===== config.mk =====
export PLATFORM = sky130hd
export DESIGN_NAME = alc_gain_ctrl
export DESIGN_NICKNAME = d
export VERILOG_FILES = /design/src/alc_pkg.sv /design/src/alc_gain_ctrl.sv /design/src/alc_step_timer.sv
export SDC_FILE = /design/constraint.sdc
export NUM_CORES = 1
export LEC_CHECK = 0
export BUFFER_PORTS_ARGS = -buffer_cell sky130_fd_sc_hd__buf_2
export CAP_MARGIN = 15
export CORE_AREA = 2 2 100 102
export DETAILED_ROUTE_END_ITERATION = 8
export DIE_AREA = 0 0 102 104
export PLACE_DENSITY = 0.76
export SETUP_SLACK_MARGIN = 0.2
export SLEW_MARGIN = 10
export SYNTH_ARGS = -nofsm -noshare
export SYNTH_HDL_FRONTEND = slang
export SYNTH_SLANG_ARGS = --single-unit

===== constraint.sdc =====
create_clock -name mclk_i -period 4.8 [get_ports mclk_i]
set_clock_uncertainty 0.05 [all_clocks]
set_input_delay 0.48 -clock mclk_i [delete_from_list [all_inputs] [get_ports mclk_i]]
set_output_delay 0.48 -clock mclk_i [all_outputs]
set_load 0.02 [all_outputs]

===== src/alc_pkg.sv =====
// constants, types and register layout of the automatic level control sequencer
// Overview of operation
// - In normal mode the gain is stepped up or down continuously so the level stays at target.
// - In limiter mode the gain is only cut for peaks and never rises above a starting level that is at or above the floor.
// - The limiter starting level is the gain captured when control is enabled in limiter mode.
// - Switching from normal to limiter while running captures the gain at the switchover.
// - With control disabled the gain stays at its last value until software writes a new one.
// - Attack governs gain cuts; normal mode is 104us per step at code 0, doubling, 106ms from 10.
// - Limiter attack is 22.7us per step at code 0, doubling, saturating at 23.2ms from code 10.
// - Decay governs gain rises and doubles per code to code 10: 420ms normal, 90.8us to 93ms limiter.
// - Zero-cross enable at bit 1, reset 0, makes gain steps wait for a signal zero crossing; range corrections do not wait.
// - All step times are counted in audio sample periods, so they scale with the sample rate.
// - The mode bit selects normal operation at 0 and limiter operation at 1.
// - The enable bit turns automatic gain control off at 0 and on at 1.
// - While control is enabled, a gain outside the floor to ceiling range is moved back into range at once.
package alc_pkg;

  // register offsets on the control port
  localparam logic [6:0] LEVEL_CONTROL_CFG1_ADDR = 7'h20;
  localparam logic [6:0] LEVEL_CONTROL_CFG3_ADDR = 7'h22;
  localparam logic [6:0] LEVEL_CONTROL_CFG4_ADDR = 7'h2A;
  localparam logic [6:0] INPUT_AMP_VOLUME_ADDR = 7'h2D;

  // field positions
  localparam int FLOOR_LSB = 0;
  localparam int CEIL_LSB = 3;
  localparam int ENABLE_BIT = 8;
  localparam int ATK_LSB = 0;
  localparam int DCY_LSB = 4;
  localparam int LIMITER_BIT = 8;
  localparam int ZC_BIT = 1;
  localparam int VOL_LSB = 0;
  localparam int MUTE_BIT = 6;

  // reset values
  localparam logic [2:0] FLOOR_RST = 3'h0;
  localparam logic [2:0] CEIL_RST = 3'h7;
  localparam logic [3:0] ATK_RST = 4'h2;
  localparam logic [3:0] DCY_RST = 4'h3;
  localparam logic [5:0] VOL_RST = 6'h10;
  localparam logic [8:0] RDATA_RST = 9'h000;

  // gain code layout: 0.75dB per increment, eight per 6dB band
  localparam logic [2:0] FLOOR_FRAC = 3'h0;
  localparam logic [2:0] CEIL_FRAC = 3'h7;

  // step times in ns as printed, converted to sample periods at the reference rate
  localparam int SAMPLE_PERIOD_NS = 22676;
  localparam int ATK_NORM_NS = 104000;
  localparam int ATK_LIM_NS = 22700;
  localparam int DCY_NORM_NS = 410000;
  localparam int DCY_LIM_NS = 90800;
  localparam int ATK_NORM_SMP = (ATK_NORM_NS + SAMPLE_PERIOD_NS / 2) / SAMPLE_PERIOD_NS;
  localparam int ATK_LIM_SMP = (ATK_LIM_NS + SAMPLE_PERIOD_NS / 2) / SAMPLE_PERIOD_NS;
  localparam int DCY_NORM_SMP = (DCY_NORM_NS + SAMPLE_PERIOD_NS / 2) / SAMPLE_PERIOD_NS;
  localparam int DCY_LIM_SMP = (DCY_LIM_NS + SAMPLE_PERIOD_NS / 2) / SAMPLE_PERIOD_NS;
  localparam logic [3:0] CODE_SAT = 4'hA;
  localparam int CNT_W = 20;

  // sequencer states
  typedef enum logic [1:0] {
    ALC_OFF,
    ALC_RUN,
    ALC_WAIT_ZC
  } alc_st_type;

  // step timer state
  typedef struct packed {
    logic [CNT_W-1:0] cnt;
    logic done;
  } alc_tmr_state_type;

  // sequencer state
  typedef struct packed {
    alc_st_type st;
    logic enable;
    logic limiter;
    logic [2:0] floor_code;
    logic [2:0] ceil_code;
    logic [3:0] atk;
    logic [3:0] dcy;
    logic zc_en;
    logic [5:0] gain;
    logic mute;
    logic [5:0] start_gain;
    logic pend_down;
    logic last_down;
    logic [8:0] rdata;
  } alc_core_state_type;

endpackage


===== src/alc_gain_ctrl.sv =====
// automatic level control sequencer for the input amplifier gain
`timescale 1ns/100ps
module alc_gain_ctrl (
  input wire logic mclk_i,
  input wire logic resetn_i,
  input wire logic reg_wr_i,
  input wire logic reg_rd_i,
  input wire logic [6:0] reg_addr_i,
  input wire logic [8:0] reg_wdata_i,
  input wire logic sample_tick_i,
  input wire logic level_above_i,
  input wire logic level_below_i,
  input wire logic zero_cross_i,
  output logic [8:0] reg_rdata_o,
  output logic [5:0] input_amp_volume_o,
  output logic input_amp_mute_o,
  output logic level_ctrl_enable_o
);

  alc_pkg::alc_core_state_type r_reg;
  alc_pkg::alc_core_state_type r_next;

  // per-step period in sample ticks for a mode, direction and code
  function automatic logic [alc_pkg::CNT_W-1:0] step_samples(
    input logic limiter,
    input logic down,
    input logic [3:0] code
  );
    logic [3:0] sh;
    logic [alc_pkg::CNT_W-1:0] base;
    sh = (code > alc_pkg::CODE_SAT) ? alc_pkg::CODE_SAT : code;
    if (down) begin
      base = limiter ? alc_pkg::CNT_W'(alc_pkg::ATK_LIM_SMP)
                     : alc_pkg::CNT_W'(alc_pkg::ATK_NORM_SMP);
    end else begin
      base = limiter ? alc_pkg::CNT_W'(alc_pkg::DCY_LIM_SMP)
                     : alc_pkg::CNT_W'(alc_pkg::DCY_NORM_SMP);
    end
    return base << sh;
  endfunction

  // register writes decoded in one place
  function automatic logic wr_hit(
    input logic wr,
    input logic [6:0] addr,
    input logic [6:0] target
  );
    return wr && (addr == target);
  endfunction

  // gain limits derived from the floor and ceiling codes
  logic [5:0] floor_gain;
  logic [5:0] ceil_gain;
  logic [5:0] top_gain;
  logic in_range;
  logic want_down;
  logic want_up;
  logic dir_down;
  logic timer_restart;
  logic step_done;
  logic vol_wr;
  logic [alc_pkg::CNT_W-1:0] step_limit;

  // in limiter mode the upper bound is the lower of ceiling and starting level
  // limitation: a starting level below the floor leaves no legal gain, so keep it inside
  always_comb begin
    floor_gain = {r_reg.floor_code, alc_pkg::FLOOR_FRAC};
    ceil_gain = {r_reg.ceil_code, alc_pkg::CEIL_FRAC};
    top_gain = ceil_gain;
    if (r_reg.limiter && (r_reg.start_gain < ceil_gain)) begin
      top_gain = r_reg.start_gain;
    end
    in_range = (r_reg.gain >= floor_gain) && (r_reg.gain <= top_gain);
  end

  // step direction requests from the level detector
  always_comb begin
    want_down = r_reg.enable && level_above_i && (r_reg.gain > floor_gain);
    if (r_reg.limiter) begin
      want_up = r_reg.enable && !level_above_i && (r_reg.gain < top_gain);
    end else begin
      // normal mode tracks target both ways
      want_up = r_reg.enable && level_below_i && !level_above_i && (r_reg.gain < top_gain);
    end
    dir_down = want_down;
    // restart pacing when idle, out of range, or the direction flips
    timer_restart = !(want_down || want_up) || !in_range
                    || (dir_down != r_reg.last_down) || (r_reg.st != alc_pkg::ALC_RUN);
  end

  always_comb begin
    // attack period, decay period, mode sets meaning
    step_limit = step_samples(r_reg.limiter, dir_down, dir_down ? r_reg.atk : r_reg.dcy);
  end

  assign vol_wr = wr_hit(reg_wr_i, reg_addr_i, alc_pkg::INPUT_AMP_VOLUME_ADDR);

  alc_step_timer i_alc_step_timer (
    .mclk_i(mclk_i),
    .resetn_i(resetn_i),
    .restart_i(timer_restart),
    .tick_i(sample_tick_i),
    .limit_i(step_limit),
    .done_o(step_done)
  );

  // register file, capture of starting level, and the gain sequencer
  always_comb begin
    r_next = r_reg;
    r_next.last_down = dir_down;

    // control register writes
    if (wr_hit(reg_wr_i, reg_addr_i, alc_pkg::LEVEL_CONTROL_CFG1_ADDR)) begin
      r_next.floor_code = reg_wdata_i[alc_pkg::FLOOR_LSB +: 3];
      r_next.ceil_code = reg_wdata_i[alc_pkg::CEIL_LSB +: 3];
      r_next.enable = reg_wdata_i[alc_pkg::ENABLE_BIT];
      // capture start on any enable, whichever the mode
      if (!r_reg.enable && reg_wdata_i[alc_pkg::ENABLE_BIT]) begin
        r_next.start_gain = r_reg.gain;
      end
    end
    if (wr_hit(reg_wr_i, reg_addr_i, alc_pkg::LEVEL_CONTROL_CFG3_ADDR)) begin
      r_next.limiter = reg_wdata_i[alc_pkg::LIMITER_BIT];
      r_next.dcy = reg_wdata_i[alc_pkg::DCY_LSB +: 4];
      r_next.atk = reg_wdata_i[alc_pkg::ATK_LSB +: 4];
      if (r_reg.enable && !r_reg.limiter && reg_wdata_i[alc_pkg::LIMITER_BIT]) begin
        r_next.start_gain = r_reg.gain;
      end
    end
    if (wr_hit(reg_wr_i, reg_addr_i, alc_pkg::LEVEL_CONTROL_CFG4_ADDR)) begin
      r_next.zc_en = reg_wdata_i[alc_pkg::ZC_BIT];
    end
    if (vol_wr) begin
      // mute is software's to clear before enabling
      r_next.mute = reg_wdata_i[alc_pkg::MUTE_BIT];
      // software volume only lands while control is off
      if (!r_reg.enable) begin
        r_next.gain = reg_wdata_i[alc_pkg::VOL_LSB +: 6];
      end
    end

    // readback; the volume address shows the live gain
    if (reg_rd_i) begin
      case (reg_addr_i)
        alc_pkg::LEVEL_CONTROL_CFG1_ADDR: begin
          r_next.rdata = {r_reg.enable, 2'h0, r_reg.ceil_code, r_reg.floor_code};
        end
        alc_pkg::LEVEL_CONTROL_CFG3_ADDR: begin
          r_next.rdata = {r_reg.limiter, r_reg.dcy, r_reg.atk};
        end
        alc_pkg::LEVEL_CONTROL_CFG4_ADDR: begin
          r_next.rdata = {7'h00, r_reg.zc_en, 1'b0};
        end
        alc_pkg::INPUT_AMP_VOLUME_ADDR: begin
          r_next.rdata = {2'h0, r_reg.mute, r_reg.gain};
        end
        default: begin
          r_next.rdata = alc_pkg::RDATA_RST;
        end
      endcase
    end

    // sequencer
    case (r_reg.st)
      alc_pkg::ALC_OFF: begin
        // gain left where the controller put it
        if (r_reg.enable) begin
          r_next.st = alc_pkg::ALC_RUN;
        end
      end
      alc_pkg::ALC_RUN: begin
        if (!r_reg.enable) begin
          r_next.st = alc_pkg::ALC_OFF;
        end else if (r_reg.gain > top_gain) begin
          // pull back to the upper bound at once
          r_next.gain = top_gain;
        end else if (r_reg.gain < floor_gain) begin
          // pull back to the floor at once
          r_next.gain = floor_gain;
        end else if (step_done && (want_down || want_up)) begin
          if (r_reg.zc_en) begin
            // hold the step until a zero crossing
            r_next.pend_down = want_down;
            r_next.st = alc_pkg::ALC_WAIT_ZC;
          end else if (want_down) begin
            r_next.gain = r_reg.gain - 6'h01;
          end else begin
            r_next.gain = r_reg.gain + 6'h01;
          end
        end
      end
      alc_pkg::ALC_WAIT_ZC: begin
        // a disable drops the pending step; a crossing applies it if still legal
        if (!r_reg.enable) begin
          r_next.st = alc_pkg::ALC_OFF;
        end else if (!in_range) begin
          r_next.st = alc_pkg::ALC_RUN;
        end else if (zero_cross_i) begin
          r_next.st = alc_pkg::ALC_RUN;
          if (r_reg.pend_down && (r_reg.gain > floor_gain)) begin
            r_next.gain = r_reg.gain - 6'h01;
          end else if (!r_reg.pend_down && (r_reg.gain < top_gain)) begin
            r_next.gain = r_reg.gain + 6'h01;
          end
        end
      end
      default: begin
        r_next.st = alc_pkg::ALC_OFF;
      end
    endcase
  end

  // state register
  always_ff @(posedge mclk_i) begin
    if (!resetn_i) begin
      r_reg.st <= alc_pkg::ALC_OFF;
      r_reg.enable <= 1'b0;
      r_reg.limiter <= 1'b0;
      r_reg.floor_code <= alc_pkg::FLOOR_RST;
      r_reg.ceil_code <= alc_pkg::CEIL_RST;
      r_reg.atk <= alc_pkg::ATK_RST;
      r_reg.dcy <= alc_pkg::DCY_RST;
      r_reg.zc_en <= 1'b0;
      r_reg.gain <= alc_pkg::VOL_RST;
      r_reg.mute <= 1'b0;
      r_reg.start_gain <= alc_pkg::VOL_RST;
      r_reg.pend_down <= 1'b0;
      r_reg.last_down <= 1'b0;
      r_reg.rdata <= alc_pkg::RDATA_RST;
    end else begin
      r_reg <= r_next;
    end
  end

  // outputs straight from the state register
  assign reg_rdata_o = r_reg.rdata;
  assign input_amp_volume_o = r_reg.gain;
  assign input_amp_mute_o = r_reg.mute;
  assign level_ctrl_enable_o = r_reg.enable;

  limiter_cap_a: assert property (@(posedge mclk_i) disable iff (!resetn_i)
    r_reg.enable && r_reg.limiter && $past(r_reg.enable) && $past(r_reg.limiter)
      |-> r_reg.gain <= r_reg.start_gain)
    else $error("limiter gain above starting level");

  enable_capture_a: assert property (@(posedge mclk_i) disable iff (!resetn_i)
    $rose(r_reg.enable) |-> r_reg.start_gain == $past(r_reg.gain))
    else $error("starting level not captured at enable");

  switch_capture_a: assert property (@(posedge mclk_i) disable iff (!resetn_i)
    $past(r_reg.enable) && r_reg.enable && $rose(r_reg.limiter)
      |-> r_reg.start_gain == $past(r_reg.gain))
    else $error("starting level not captured at switchover");

  off_hold_a: assert property (@(posedge mclk_i) disable iff (!resetn_i)
    !r_reg.enable && !vol_wr ##1 !r_reg.enable |-> $stable(r_reg.gain))
    else $error("gain moved while control disabled");

  step_size_a: assert property (@(posedge mclk_i) disable iff (!resetn_i)
    r_reg.enable && in_range && (r_reg.st != alc_pkg::ALC_OFF) ##1 r_reg.enable
      |-> (r_reg.gain == $past(r_reg.gain)) || (r_reg.gain == $past(r_reg.gain) + 6'h01)
          || (r_reg.gain == $past(r_reg.gain) - 6'h01))
    else $error("gain step larger than one increment");

  floor_clamp_a: assert property (@(posedge mclk_i) disable iff (!resetn_i)
    r_reg.enable && (r_reg.st == alc_pkg::ALC_RUN) && (r_reg.gain < floor_gain)
      && (floor_gain <= top_gain) |=> r_reg.gain == $past(floor_gain))
    else $error("gain below floor not corrected");

  top_clamp_a: assert property (@(posedge mclk_i) disable iff (!resetn_i)
    r_reg.enable && (r_reg.st == alc_pkg::ALC_RUN) && (r_reg.gain > top_gain)
      |=> r_reg.gain == $past(top_gain))
    else $error("gain above bound not corrected");

  zc_gate_a: assert property (@(posedge mclk_i) disable iff (!resetn_i)
    r_reg.enable && r_reg.zc_en && in_range && !zero_cross_i ##1 r_reg.enable
      |-> $stable(r_reg.gain))
    else $error("gain stepped without zero crossing");

  attack_dir_a: assert property (@(posedge mclk_i) disable iff (!resetn_i)
    r_reg.enable && in_range && (r_reg.st == alc_pkg::ALC_RUN) && !level_above_i
      |=> r_reg.gain >= $past(r_reg.gain))
    else $error("gain cut without a peak");

  decay_dir_a: assert property (@(posedge mclk_i) disable iff (!resetn_i)
    r_reg.enable && in_range && (r_reg.st == alc_pkg::ALC_RUN) && level_above_i
      |=> r_reg.gain <= $past(r_reg.gain))
    else $error("gain raised during a peak");

endmodule // alc_gain_ctrl


===== src/alc_step_timer.sv =====
// sample-tick step timer for attack and decay pacing
`timescale 1ns/100ps
module alc_step_timer (
  input wire logic mclk_i,
  input wire logic resetn_i,
  input wire logic restart_i,
  input wire logic tick_i,
  input wire logic [alc_pkg::CNT_W-1:0] limit_i,
  output logic done_o
);

  alc_pkg::alc_tmr_state_type r_reg;
  alc_pkg::alc_tmr_state_type r_next;

  // count sample ticks, pulse done when the step period has elapsed
  always_comb begin
    r_next = r_reg;
    r_next.done = 1'b0;
    if (restart_i) begin
      r_next.cnt = '0;
    end else if (tick_i) begin
      if (r_reg.cnt + 1'b1 >= limit_i) begin
        r_next.cnt = '0;
        r_next.done = 1'b1;
      end else begin
        r_next.cnt = r_reg.cnt + 1'b1;
      end
    end
  end

  // state register
  always_ff @(posedge mclk_i) begin
    if (!resetn_i) begin
      r_reg <= '0;
    end else begin
      r_reg <= r_next;
    end
  end

  assign done_o = r_reg.done;

  timer_tick_only_a: assert property (@(posedge mclk_i) disable iff (!resetn_i)
    done_o |-> $past(tick_i) && !$past(restart_i))
    else $error("step done without a sample tick");

endmodule // alc_step_timer

## Word level (Yosys, flattened, before mapping)

Cells that the tools add are included.

- Bitwise logic cells: 4
- Magnitude comparators: 9
- Add/subtract/negate cells: 3
- Reduce and logical (&&, ||, !) cells: 34
- Eq/ne operators: 14
- Shifts and indexed selects: 1
- Mux-type cells: 38

Operators by type and width:

| cell | count |
|---|---|
| 6-bit two-way mux | 17 |
| 9-bit case mux with 4 select lines | 1 |
| 7-bit by 6-bit equality test with 1-bit output (second input constant) | 4 |
| 20-bit by 1-bit adder with 20-bit output (second input constant) | 1 |
| 20-bit >= comparator | 1 |
| 20-bit two-way mux | 1 |
| 20-bit by 4-bit left shift with 20-bit output | 1 |
| 1-bit logical AND | 19 |
| 6-bit < comparator | 3 |
| 2-bit two-way mux | 9 |
| 6-bit greater-than comparator | 2 |
| 3-bit inequality test (second input constant) | 4 |
| 6-bit case mux with 2 select lines | 1 |
| 6-bit AND reduction | 2 |
| 5-bit two-way mux | 2 |
| 4-bit two-way mux | 2 |
| 7-bit two-way mux | 1 |
| 6-bit by 1-bit adder with 6-bit output (second input constant) | 1 |
| 6-bit >= comparator | 1 |
| 6-bit <= comparator | 1 |
| 1-bit logical NOT | 6 |
| 2-bit case mux with 3 select lines | 1 |
| 6-bit by 1-bit subtractor with 6-bit output (second input constant) | 1 |
| 4-bit greater-than comparator (second input constant) | 1 |
| other kinds (13) | 20 |

- Output and inout port bits: 17
- Bits of input ports: 24
- Logic and storage cells: 119
- Register bits: 64

## Longest topological paths before layout

Gate-level depths: netlist of run 1.

- Depth after elaboration: 13
- Mapped depth: 19
- Depth with buffers taken out: 18

## Cells and area by module

Synthesis of run 1 repeated with hierarchy kept, for this count alone.

- Cells, all modules: 667
- Area total of the unflattened synthesis: 5371.4 µm²

Modules (own cells, without submodules):

| module | times used | seq. area each (µm²) | cells each | area an instance (µm²) |
|---|---|---|---|---|
| alc_gain_ctrl | 1 | 860.8 | 459 | 3653.5 |
| alc_step_timer | 1 | 420.4 | 208 | 1717.9 |

## Worst setup path after synthesis of run 1

Ideal clock, no wire load.

- Path type: register to register
- From: register r_reg (netlist bit input_amp_volume_o[5])
- To: register i_alc_step_timer.r_reg[9] in the netlist's numbering
- Stages on the path, launching flop included: 18
- Setup slack: 0.346 ns
- Clock period less this slack: 4.454 ns
- Data required time: 4.686 ns
- Path buffers: 2
- Setup time: 0.064 ns
- Arrival: 4.340 ns
- Cell sequence: dfxtp_1 > ha_1 > a21oi_1 > o21a_1 > clkbuf_1 > o21ai_0 > a221oi_4 > nand2b_1 > a21oi_1 > nand2_1 > ha_1 > a2111oi_0 > o21bai_1 > a221o_1 > a211oi_1 > o21bai_1 > buf_2 > nor2_1

- Longest elaborated chain between the ends: 9
- Elaborated cells on any way between the ends: 24
- Classes of those cells: 6 x order compare; 1 x eq/ne; 1 x shift; 5 x mux; 11 x reduce/logical

Ends and longest elaborated chain:

| item | RTL line | source |
|---|---|---|
| start: declaration | alc_gain_ctrl.sv:20 | `alc_pkg::alc_core_state_type r_reg;` |
| start signal: assignment | alc_gain_ctrl.sv:231 | `r_reg <= r_next;` |
| parallel branches: the longest is 9 deep, another holds 20-bit >= comparator | -- |  |
| end signal: assignment | alc_step_timer.sv:36 | `r_reg <= r_next;` |
| end: declaration | alc_step_timer.sv:12 | `alc_pkg::alc_tmr_state_type r_reg;` |

Several ways; the timed one is not identified.
A chain may end at the register's enable or synchronous reset.

## Worst setup path in the final report of run 1

- From: register r_reg (netlist bit floor_gain[4])
- To: register i_alc_step_timer.r_reg[18] in the netlist's numbering

- Longest elaborated chain between the ends: 8
- Elaborated cells on any way between the ends: 19
- Classes of those cells: 4 x order compare; 1 x eq/ne; 1 x shift; 4 x mux; 9 x reduce/logical

Ends and longest elaborated chain:

| item | RTL line | source |
|---|---|---|
| 6-bit greater-than comparator | alc_gain_ctrl.sv:78 | `want_down = r_reg.enable && level_above_i && (r_reg.gain > floor_gain);` |
| 1-bit logical AND | alc_gain_ctrl.sv:78 |  |
| 4-bit two-way mux / 1-bit logical OR (equally long branches) | alc_gain_ctrl.sv:93, alc_gain_ctrl.sv:87 |  |
| 4-bit greater-than comparator / 1-bit logical NOT (equally long branches) | alc_gain_ctrl.sv:31, alc_gain_ctrl.sv:87 |  |
| 4-bit two-way mux / 1-bit logical OR (equally long branches) | alc_gain_ctrl.sv:31, alc_gain_ctrl.sv:87 |  |
| 20-bit by 4-bit left shift with 20-bit output / 1-bit logical OR (equally long branches) | alc_gain_ctrl.sv:39, alc_gain_ctrl.sv:88 |  |
| 20-bit >= comparator / 1-bit logical OR (equally long branches) | alc_step_timer.sv:22, alc_gain_ctrl.sv:88 |  |
| 20-bit two-way mux / 2-bit OR reduction (equally long branches) | -- |  |

Several ways; a longest one is shown, not always the timed one.

==> flow_summary.rst, run 1 <==
.. list-table::
   :header-rows: 1

   * - Metric
     - Value
   * - Smallest hold slack
     - 324 ps
   * - Total internal power
     - 0.765 mW
   * - Row Count
     - 36
   * - CTS root buffer
     - clkbuf_8
   * - Total Power
     - 1.06 mW
   * - Weighted congestion at the end of routability-driven global placement
     - 0.949
   * - Highest-count cells in the layout ignoring fill and taps
     - nand2_1 (76), dfxtp_1 (64), nor2_1 (59), a21oi_1 (47), ha_1 (41)
   * - Arrival time of the worst setup path
     - 4580 ps
   * - Overall global routing resource usage
     - 27.6%
   * - Reg-to-reg startpoint
     - floor_gain[4]$_SDFFE_PN0P_
   * - Maximum achievable frequency
     - 231 MHz
   * - Horiz. Die Dim
     - 102 microns
   * - Routed wirelength normalized by instance count
     - 17.7 microns
   * - Non-Filler Instances
     - 828
   * - Area delta synth->final
     - 10.2%
   * - Part of the power in the clock network
     - 38.3%
   * - Slowest cell on crit path
     - mux2_1
   * - Bufs on Longest Clock Path
     - 2
   * - Number of antenna diodes
     - 0
   * - Detailed placement HPWL
     - 10800 microns
   * - Number of endpoints failing setup at the final stage
     - 0
   * - Cell variety after synth
     - 73
   * - Max-slew violation count
     - 0
   * - Tightest Pin Transition
     - 1160 ps
   * - Synth Warn #
     - 0
   * - Source-to-sink clock delay at the later pin of the worst-skew pair
     - 360 ps
   * - Top FF cell, synth
     - dfxtp_1
   * - Relative max-transition margin
     - 22.3%
   * - Top-level port count
     - 41
   * - Post-DR vias/cell
     - 6.11
   * - Sequential cell fraction of total power
     - 50.7%
   * - Top layer used by detailed routing
     - met4
   * - Unrepaired setup endpoints after global routing
     - false
   * - Via count
     - 5059
   * - Post-route minimum period
     - 4340 ps
   * - Met2 routed wirelength
     - 7220 microns
   * - Count of input and output buffers
     - 40
   * - CTS Sinks
     - 64
   * - Required time worst endpoint
     - 5040 ps
   * - Cell Count Post-Placement
     - 808
   * - Number of max-cap violations
     - 0
   * - Setup TNS after final layout
     - 0 ps
   * - Initial core utilization
     - 53.5%
   * - Initial DRC count
     - 409
   * - Post-Synthesis Mean Instance Area
     - 7.76 sq um
   * - Portion of the post-synthesis area used by sequential elements
     - 25.1%
   * - Worst vdd rail ir drop
     - 171 uV
   * - Share of the clock period used by the worst path
     - 90.4%
   * - Largest driver fanout on the critical path
     - 10
   * - Type of the worst min-delay path
     - input pin to flop
   * - Pleak
     - 2.34 nW
   * - Beginning of the critical path
     - floor_gain[4]$_SDFFE_PN0P_
   * - Total clock buffers created by CTS
     - 9
   * - Power per unit of standard cell area
     - 188 nW/um^2
   * - Status
     - complete, no violations
   * - Pin count of the biggest net entering global routing
     - 32
   * - Final hold vios
     - 0
   * - CP cell instances
     - inv_1 -> ha_1 -> and4b_1 -> a21bo_2 -> nor2_8 -> buf_12 -> mux2_1 -> nor3_1 -> ha_1 -> nand2b_1 -> a2111oi_1 -> o21bai_1 -> a221o_1 -> a211oi_2 -> buf_4 -> nand3_1 -> a21oi_1
   * - Die height
     - 104 microns
   * - Post-Synthesis Cell Area
     - 5110 sq um
   * - Count of nets after finishing
     - 757
   * - Post-route core utilization
     - 59.0%
   * - Hold_sp
     - reg_wdata_i[7]
   * - Relative contribution of combinational cells to total power
     - 11.0%
   * - Iteration count of the initial detailed-routing pass
     - 5
   * - Post-CTS Hold Buffers
     - 0
   * - Delay of the slowest cell on the worst path
     - 450 ps
   * - Post-detailed-routing wire length
     - 14700 microns
   * - Number of global-route vias before repair
     - 4742
   * - Critical path class
     - flop to flop
   * - Clock-pin slew on the worst setup and hold paths
     - 70 ps
   * - Post-synthesis async set-or-reset flop share
     - 0%
   * - Initial antenna violation count
     - 0
   * - Die outline area
     - 10600 sq um
   * - Crit path top cell by count
     - ha_1
   * - EDFF count, synth
     - 0
   * - Placeable core area
     - 9550 sq um
   * - Filler Cells Inserted
     - 890
   * - Synth Register Bits
     - 64
   * - Net load switching power
     - 0.294 mW
   * - Layout cell share with drive strength beyond 1
     - 14.1%
   * - GRT Residual Overflow
     - 0
   * - Count of mapped cells out of synthesis
     - 659
   * - Antenna viol nets, final
     - 0
   * - Total length of routed met3 wires
     - 1090 microns
   * - TritonCTS clock tree
     - built
   * - Kind of end point of the critical path
     - flop
   * - Crit path launch type
     - flop
   * - First-pass GRT wire length
     - 23500 microns
   * - Post-Route M1 WL
     - 6000 microns
   * - Most common library cell in the layout ignoring fill and taps
     - nand2_1
   * - H-tree depth
     - 3
   * - Final routed DRC violation total
     - 0
   * - Fraction of power spent switching nets
     - 27.7%
## worst max-delay path, delay by kind of cell, from the launching register on
kind / cells / cell delay, ps
AND/OR/NAND/NOR: 5 / 850
buffers and inverters: 3 / 400
AO/OA/AOI/OAI: 6 / 1610
flip-flops: 1 / 380
adder cells (fa/ha/maj): 2 / 540
multiplexers: 1 / 450
## metal layers
layer	global-route usage, %	vias to the layer above
met5	0	-
met3	5.98	35
li1	-	2448
met2	46.1	219
met1	34.8	2357
met4	9.33	0
## power by group through the flow
stage / sequential [mW] / clock, mW / combinational (mW)
finish: 0.536 / 0.406 / 0.117
global route: 0.536 / 0.428 / 0.125
CTS: 0.536 / 0.408 / 0.113
detailed placement: 0.549 / 0 / 0.112
global placement: 0.549 / 0 / 0.111
floorplan: 0.549 / 0 / 0.0717
## timing repair
action | in CTS | in global routing
pin swaps | 0 | 2
cloned | 0 | 0
setup buffers | 0 | 6
gates resized for setup | 1 | 3
endpoints found under the setup margin | 1 | 21
## cell families (layout without fill, tap and decap cells)
kind of cell / Yosys count / in the layout / share of synthesized area, %
other cells: 1 / 5 / 0.0734
mux: 29 / 29 / 5.80
buf+inv: 67 / 99 / 6.07
simple gates: 270 / 270 / 26.6
xor+xnor: 38 / 38 / 6.51
flops: 64 / 64 / 25.1
fa+ha+maj: 41 / 41 / 10.0
compound gates: 149 / 149 / 19.9
## synthesized netlist by cell type, drive strengths merged (16+ instances only)
master  count  area (sq um)
dfxtp      64          1280
nand3      37           185
ha         41           513
o21ai      26           130
xor2       22           193
buf        18           125
a21oi      47           235
nor3       16          80.1
mux2i      24           240
xnor2      16           140
clkbuf     28           106
nor2       60           241
nand2      77           292
inv        19          71.3
## through the flow
stage | setup WS [ps] | area [sq um]
4_1_cts | 409 | 5560
3_3_place_gp | 409 | 5400
5_1_grt | 163 | 5630
6_report | 462 | 5630
2_1_floorplan | 346 | 5130
3_5_place_dp | 195 | 5400
## final timing paths
kind	to	slack, ps	depth (start not counted)
max	i_alc_step_timer.r_reg[18]$_SDFFE_PP0P_	460	17
min	r_reg[28]$_SDFFE_PN0P_	320	3
max reg2reg	i_alc_step_timer.r_reg[18]$_SDFFE_PP0P_	460	17
min reg2reg	reg_rdata_o[7]$_SDFFE_PN0P_	430	2
## final cells by class
cell class              instances  area, sq um  share of cell area [%]
clock buffers                  10          138                    2.44
multi-input cells             532         3550                    63.1
clock inverters                 4         22.5                   0.400
well taps                     133          166                    2.95
inverters                      21         78.8                    1.40
repair buffers                 64          393                    6.97
flip-flops and latches         64         1280                    22.7
No activity file was read; power rests on OpenSTA's default activity.
==> inputs of run 2 (changes only) <==
- MAX_ROUTING_LAYER: unset -> met4
==> flow_summary.rst, run 2 (synthesized netlist as in run 1, its figures left out) <==
.. list-table::
   :header-rows: 1

   * - Metric
     - Value
   * - Overall global routing resource usage
     - 28.2%
   * - Setup TNS after final layout
     - 0 ps
   * - Final design instance area without fill
     - 5720 sq um
   * - Source-to-sink clock delay at the later pin of the worst-skew pair
     - 360 ps
   * - Initial antenna violation count
     - 0
   * - End of the worst hold path
     - r_reg[28]$_SDFFE_PN0P_
   * - Setup slack of the most critical reg-to-reg path
     - 430 ps
   * - Fraction of power spent switching nets
     - 26.6%
   * - Post-DR vias/cell
     - 6.09
   * - Tightest Pin Transition
     - 1120 ps
   * - Final hold vios
     - 0
   * - Arrival time of the worst setup path
     - 4600 ps
   * - Die height
     - 104 microns
   * - Delay of the slowest cell on the worst path
     - 450 ps
   * - Initial DRC count
     - 393
   * - H-tree depth
     - 3
   * - Count of nets after finishing
     - 760
   * - Standard cell area after detailed placement
     - 5420 sq um
   * - Crit path top cell by count
     - ha_1
   * - CP cell instances
     - inv_1 -> ha_1 -> and4b_1 -> a21bo_2 -> nor2_8 -> buf_12 -> mux2_1 -> nor3_1 -> ha_1 -> nand2b_1 -> a2111oi_2 -> o21bai_1 -> a221o_1 -> a211oi_4 -> buf_4 -> nand3_1 -> a21oi_1
   * - Die outline area
     - 10600 sq um
   * - Kind of end point of the critical path
     - flop
   * - Smallest hold slack
     - 312 ps
   * - Slowest cell on crit path
     - mux2_1
   * - Crit path launch type
     - flop
   * - Reg-to-reg startpoint
     - floor_gain[5]$_SDFFE_PN0P_
   * - Layout cell share with drive strength beyond 1
     - 15.0%
   * - Pleak
     - 2.37 nW
   * - GRT Residual Overflow
     - 0
   * - Bufs on Longest Clock Path
     - 2
   * - Least setup slack across all paths after layout
     - 432 ps
   * - Maximum achievable frequency
     - 229 MHz
   * - Part of the power in the clock network
     - 42.1%
   * - Max-slew violation count
     - 0
   * - Most common library cell in the layout ignoring fill and taps
     - nand2_1
   * - Number of antenna diodes
     - 0
   * - Area delta synth->final
     - 11.9%
   * - CTS root buffer
     - clkbuf_8
   * - Number of endpoints failing setup at the final stage
     - 0
   * - Status
     - complete, no violations
   * - Power per unit of standard cell area
     - 197 nW/um^2
   * - Largest driver fanout on the critical path
     - 10
   * - Placeable core area
     - 9550 sq um
   * - Post-detailed-routing wire length
     - 14800 microns
   * - Sequential cell fraction of total power
     - 47.7%
   * - Top-level port count
     - 41
   * - CTS Sinks
     - 64
   * - Weighted congestion at the end of routability-driven global placement
     - 0.993
   * - Kind of cell with the highest combined delay on the critical path
     - compound AO/OA/AOI/OAI gates
   * - Number of buffers and inverters on the critical path
     - 3
   * - First-pass GRT wire length
     - 23300 microns
   * - Row Count
     - 36
   * - Total clock buffers created by CTS
     - 9
   * - Depth of the worst hold-timing path
     - 3
   * - Total Power
     - 1.12 mW
   * - Critical path class
     - flop to flop
   * - Routed wirelength normalized by instance count
     - 17.8 microns
   * - Total internal power
     - 0.826 mW
   * - Cell Count Post-Placement
     - 811
   * - Relative contribution of combinational cells to total power
     - 10.2%
   * - Count of input and output buffers
     - 40
   * - Clock-pin slew on the worst setup and hold paths
     - 70 ps
   * - Worst R2R End
     - i_alc_step_timer.r_reg[18]$_SDFFE_PP0P_
   * - Initial core utilization
     - 53.5%
   * - Required time worst endpoint
     - 5040 ps
   * - Net load switching power
     - 0.299 mW
   * - Final routed DRC violation total
     - 0
   * - Number of global-route vias before repair
     - 4832
   * - Antenna viol nets, final
     - 0
   * - Post-route core utilization
     - 59.9%
   * - Number of max-cap violations
     - 0
   * - Pin count of the biggest net entering global routing
     - 32
   * - Unrepaired setup endpoints after global routing
     - false
   * - Hold_sp
     - reg_wdata_i[7]
   * - TritonCTS clock tree
     - built
   * - Relative max-transition margin
     - 24.5%
   * - Detailed placement HPWL
     - 10900 microns
   * - Share of the clock period used by the worst path
     - 91.0%
   * - Horiz. Die Dim
     - 102 microns
   * - Post-route minimum period
     - 4370 ps
   * - Worst vdd rail ir drop
     - 173 uV
   * - Highest-count cells in the layout ignoring fill and taps
     - nand2_1 (76), dfxtp_1 (64), nor2_1 (59), a21oi_1 (46), ha_1 (41)
   * - Iteration count of the initial detailed-routing pass
     - 5
   * - R2R depth
     - 17
   * - Type of the worst min-delay path
     - input pin to flop
   * - Via count
     - 5074
   * - Non-Filler Instances
     - 833
   * - Minimum setup slack after placement
     - 162 ps
## run 2: cell types whose count changed in the layout (fill, tap and decap cells not counted), sizes merged
cell    change
a221oi      +1
bufinv      +1
clkbuf      +1
buf         +2
## run 2: layer usage
metal	GRT usage [%]	part of all wire (%)	vias to the layer above
met5	-	0	-
met4	12.4	3.0	0
met3	4.57	6.8	45
met2	46.4	49	214
met1	33.5	41	2370
li1	-	-	2445
## run 2: area by class of cell
| class | count | area [sq um] |
|---|---|---|
| multi-input cells | 533 | 3590 |
| fillers | 900 | 3830 |
| clock inverters | 5 | 56.3 |
| flip-flops and latches | 64 | 1280 |
| repair buffers | 66 | 408 |
| well taps | 133 | 166 |
| clock buffers | 11 | 141 |
| inverters | 21 | 78.8 |
## run 2: power by group through the flow
stage               combinational, mW  sequential [mW]  clock (mW)
finish                          0.115            0.536       0.473
global route                    0.125            0.537       0.501
CTS                             0.113            0.536       0.479
detailed placement              0.112            0.549           0
global placement                0.110            0.549           0
floorplan                      0.0717            0.549           0
## run 2: timing repair
item                                    CTS  global route
endpoints found under the setup margin   16            21
gates resized for setup                   1             8
pin swaps                                 0             2
cloned                                    0             1
setup buffers                             0             5
hold buffers                              0             0
## run 2: worst max-delay path by stage
| stage | start | to | cells after the start |
|---|---|---|---|
| 6_report | floor_gain[5]$_SDFFE_PN0P_ | i_alc_step_timer.r_reg[18]$_SDFFE_PP0P_ | 17 |
| 2_1_floorplan | input_amp_volume_o[5]$_SDFF_PN0_ | i_alc_step_timer.r_reg[9]$_SDFFE_PP0P_ | 17 |
| 3_5_place_dp | floor_gain[4]$_SDFFE_PN0P_ | i_alc_step_timer.r_reg[5]$_SDFFE_PP0P_ | 18 |
| 3_3_place_gp | floor_gain[4]$_SDFFE_PN0P_ | i_alc_step_timer.r_reg[1]$_SDFFE_PP0P_ | 18 |
| 4_1_cts | floor_gain[4]$_SDFFE_PN0P_ | i_alc_step_timer.r_reg[5]$_SDFFE_PP0P_ | 17 |
| 5_1_grt | floor_gain[4]$_SDFFE_PN0P_ | i_alc_step_timer.r_reg[18]$_SDFFE_PP0P_ | 17 |
## run 2: worst min-delay path, delay by kind of cell
family / cells / cell delay [ps]
AOI/OAI and AO/OA: 1 / 50
buffers and inverters: 1 / 100
and+or+nand+nor: 1 / 40
==> inputs of run 3 (changes only) <==
- ABC_AREA: unset -> 1
- GPL_TIMING_DRIVEN: unset -> 0
- PLACE_DENSITY: 0.76 -> 0.77
==> flow_summary.rst, run 3 <==
.. list-table::
   :header-rows: 1

   * - Metric
     - Value
   * - Status
     - complete, no violations
   * - Final design instance area without fill
     - 5900 sq um
   * - Setup TNS after final layout
     - 0 ps
   * - TritonCTS clock tree
     - built
   * - Number of max-cap violations
     - 0
   * - Number of global-route vias before repair
     - 5162
   * - Area share of the largest cell type after synthesis
     - 24.4%
   * - Post-DR vias/cell
     - 5.58
   * - Delay of the slowest cell on the worst path
     - 510 ps
   * - GRT Residual Overflow
     - 0
   * - CTS root buffer
     - clkbuf_8
   * - GR Util met2
     - 45.2%
   * - Pin count of the biggest net entering global routing
     - 14
   * - Post-Synthesis Cell Area
     - 5250 sq um
   * - Initial core utilization
     - 55.0%
   * - Most common library cell in the layout ignoring fill and taps
     - nand2_1
   * - Area delta synth->final
     - 12.5%
   * - Unrepaired setup endpoints after global routing
     - false
   * - Max-slew violation count
     - 0
   * - Synth Warn #
     - 0
   * - Horiz. Die Dim
     - 102 microns
   * - Kind of end point of the critical path
     - flop
   * - Critical path class
     - flop to flop
   * - Layout cell share with drive strength beyond 1
     - 14.8%
   * - Most used standard cells in the synthesized netlist
     - nand2_1 (194), inv_1 (108), a21oi_1 (70)
   * - Placeable core area
     - 9550 sq um
   * - Total internal power
     - 0.917 mW
   * - Bufs on Longest Clock Path
     - 2
   * - Post-CTS Hold Buffers
     - 0
   * - Total clock buffers created by CTS
     - 9
   * - Standard cell area after detailed placement
     - 5630 sq um
   * - Cell variety after synth
     - 46
   * - Overall global routing resource usage
     - 30.9%
   * - Met3 track demand over resource
     - 6.52%
   * - Count of mapped cells out of synthesis
     - 816
   * - Setup slack of the most critical reg-to-reg path
     - 660 ps
   * - GR Layer Usage met1
     - 43.4%
   * - Clock-pin slew on the worst setup and hold paths
     - 80 ps
   * - Die outline area
     - 10600 sq um
   * - Maximum achievable frequency
     - 242 MHz
   * - Post-route minimum period
     - 4140 ps
   * - Source-to-sink clock delay at the later pin of the worst-skew pair
     - 360 ps
   * - Type of the worst min-delay path
     - input pin to flop
   * - Relative max-transition margin
     - 54.5%
   * - Worst vdd rail ir drop
     - 154 uV
   * - Crit path top cell by count
     - nand2_1
   * - Post-synthesis async set-or-reset flop share
     - 0%
   * - Largest driver fanout on the critical path
     - 9
   * - Worst R2R End
     - i_alc_step_timer.r_reg[20]$_SDFFE_PP0P_
   * - Filler Cells Inserted
     - 919
   * - Beginning of the critical path
     - input_amp_volume_o[1]$_SDFF_PN0_
   * - Die height
     - 104 microns
   * - Highest-count cells in the layout ignoring fill and taps
     - nand2_1 (193), inv_1 (107), a21oi_1 (70), nor2_1 (65), dfxtp_1 (61)
   * - Fraction of power spent switching nets
     - 31.2%
   * - Kind of cell with the highest combined delay on the critical path
     - simple AND/OR/NAND/NOR gates
   * - Pleak
     - 2.80 nW
   * - Weighted congestion at the end of routability-driven global placement
     - 0.960
   * - Sequential cell fraction of total power
     - 41.6%
   * - Dominant cell by count in the synthesized netlist
     - nand2_1
   * - Hold_sp
     - reg_wdata_i[1]
   * - Arrival time of the worst setup path
     - 4360 ps
   * - Routed wirelength normalized by instance count
     - 15.4 microns
   * - Post-Synthesis Mean Instance Area
     - 6.43 sq um
   * - Synth area leader
     - dfxtp_1
   * - Antenna viol nets, final
     - 0
   * - Reg-to-reg startpoint
     - input_amp_volume_o[1]$_SDFF_PN0_
   * - Portion of the post-synthesis area used by sequential elements
     - 24.4%
   * - Final hold vios
     - 0
   * - Number of antenna diodes
     - 0
   * - Initial DRC count
     - 542
   * - Part of the power in the clock network
     - 41.1%
   * - Depth of the worst hold-timing path
     - 3
   * - Synth Register Bits
     - 64
   * - End of the worst hold path
     - r_reg[30]$_SDFFE_PN1P_
   * - EDFF count, synth
     - 0
   * - Final routed DRC violation total
     - 0
   * - Tightest Pin Transition
     - 682 ps
   * - Synth area leaders
     - dfxtp_1 (24%), nand2_1 (14%), ha_1 (9.8%)
   * - CTS Sinks
     - 64
   * - Number of buffers and inverters on the critical path
     - 3
   * - R2R depth
     - 26
   * - Top FF cell, synth
     - dfxtp_1
   * - Slowest cell on crit path
     - dfxtp_1
   * - Power per unit of standard cell area
     - 226 nW/um^2
   * - Net load switching power
     - 0.415 mW
   * - Share of the clock period used by the worst path
     - 86.3%
   * - Crit path launch type
     - flop
   * - Post-detailed-routing wire length
     - 15600 microns
   * - Detailed placement HPWL
     - 12000 microns
   * - First-pass GRT wire length
     - 25400 microns
   * - Global routing's busiest layer
     - met2
   * - Iteration count of the initial detailed-routing pass
     - 5
   * - Count of input and output buffers
     - 39
   * - Relative contribution of combinational cells to total power
     - 17.3%
   * - Via count
     - 5651
   * - Total Power
     - 1.33 mW
   * - Count of nets after finishing
     - 939
   * - Top-level port count
     - 41
   * - Required time worst endpoint
     - 5020 ps
   * - H-tree depth
     - 3
   * - Number of endpoints failing setup at the final stage
     - 0
   * - Initial antenna violation count
     - 0
   * - Row Count
     - 36
run 3: power by group through the flow:
stage | Combinational, mW | Sequential, mW | Clock [mW]
2_1_floorplan | 0.158 | 0.559 | 0
5_1_grt | 0.255 | 0.555 | 0.568
3_5_place_dp | 0.219 | 0.565 | 0
6_report | 0.230 | 0.554 | 0.548
3_3_place_gp | 0.217 | 0.565 | 0
4_1_cts | 0.221 | 0.552 | 0.546
run 3: area by class of cell:
class	count	area, sq um	area share (%)
multi-input combinational	602	3340	56.5
sequential	64	1280	21.8
inverter	122	468	7.93
timing repair buffer	43	225	3.81
buffer	32	199	3.37
tap	133	166	2.82
clock buffer	9	124	2.10
clock inverter	7	100	1.70
run 3: worst reg2reg max path: cells and delay by family (launching register included):
family                   cells  cell delay [ps]
AO/OA/AOI/OAI                4              770
flip-flops                   1              510
buffers and inverters        3              480
AND/OR/NAND/NOR             17             1660
adder cells (fa/ha/maj)      2              590
run 3: how the worst max path moves through the flow:
stage,endpoint,slack [ps],cells past startpoint
floorplan,i_alc_step_timer.r_reg[20]$_SDFFE_PP0P_,1180,26
global placement,i_alc_step_timer.r_reg[20]$_SDFFE_PP0P_,460,26
detailed placement,i_alc_step_timer.r_reg[20]$_SDFFE_PP0P_,400,23
CTS,i_alc_step_timer.r_reg[20]$_SDFFE_PP0P_,360,23
global route,i_alc_step_timer.r_reg[2]$_SDFFE_PP0P_,310,23
finish,i_alc_step_timer.r_reg[20]$_SDFFE_PP0P_,660,26
run 3: cells by family after synthesis:
kind of cell	after synthesis	share of synthesized area (%)
xor gates and xnor gates	20	3.34
and+or+nand+nor	383	33.7
muxes	1	0.191
buffers and inverters	154	12.6
DFF	64	24.4
other	1	0.0714
adders and majority gates	41	9.77
AOI/OAI and AO/OA	152	16.0
run 3: routing by layer:
| layer | share of wire, % | up-vias | wire (microns) |
|---|---|---|---|
| met1 | 44 | 2568 | 6920 |
| met5 | 0 | - | 0 |
| met4 | 1.7 | 0 | 267 |
| li1 | - | 2787 | - |
| met3 | 9.6 | 30 | 1500 |
| met2 | 44 | 266 | 6900 |
run 3: stage by stage:
step | utilization [%] | cells | worst slack [ps] | hold slack [ps]
after CTS | 61.3 | 1008 | 361 | 322
after global placement | 58.9 | 992 | 456 | 402
final | 61.8 | 1012 | 660 | 325
after global routing | 61.8 | 1012 | 305 | 347
after floorplan | - | 820 | 1180 | 387
after detailed placement | 58.9 | 992 | 404 | 412
run 3: timing repair:
action | 4_1_cts | 5_1_grt
gates resized for setup | 0 | 9
setup buffers | 0 | 4
setup endpoints to repair | 0 | 17
endpoints found under the hold margin | 0 | 0
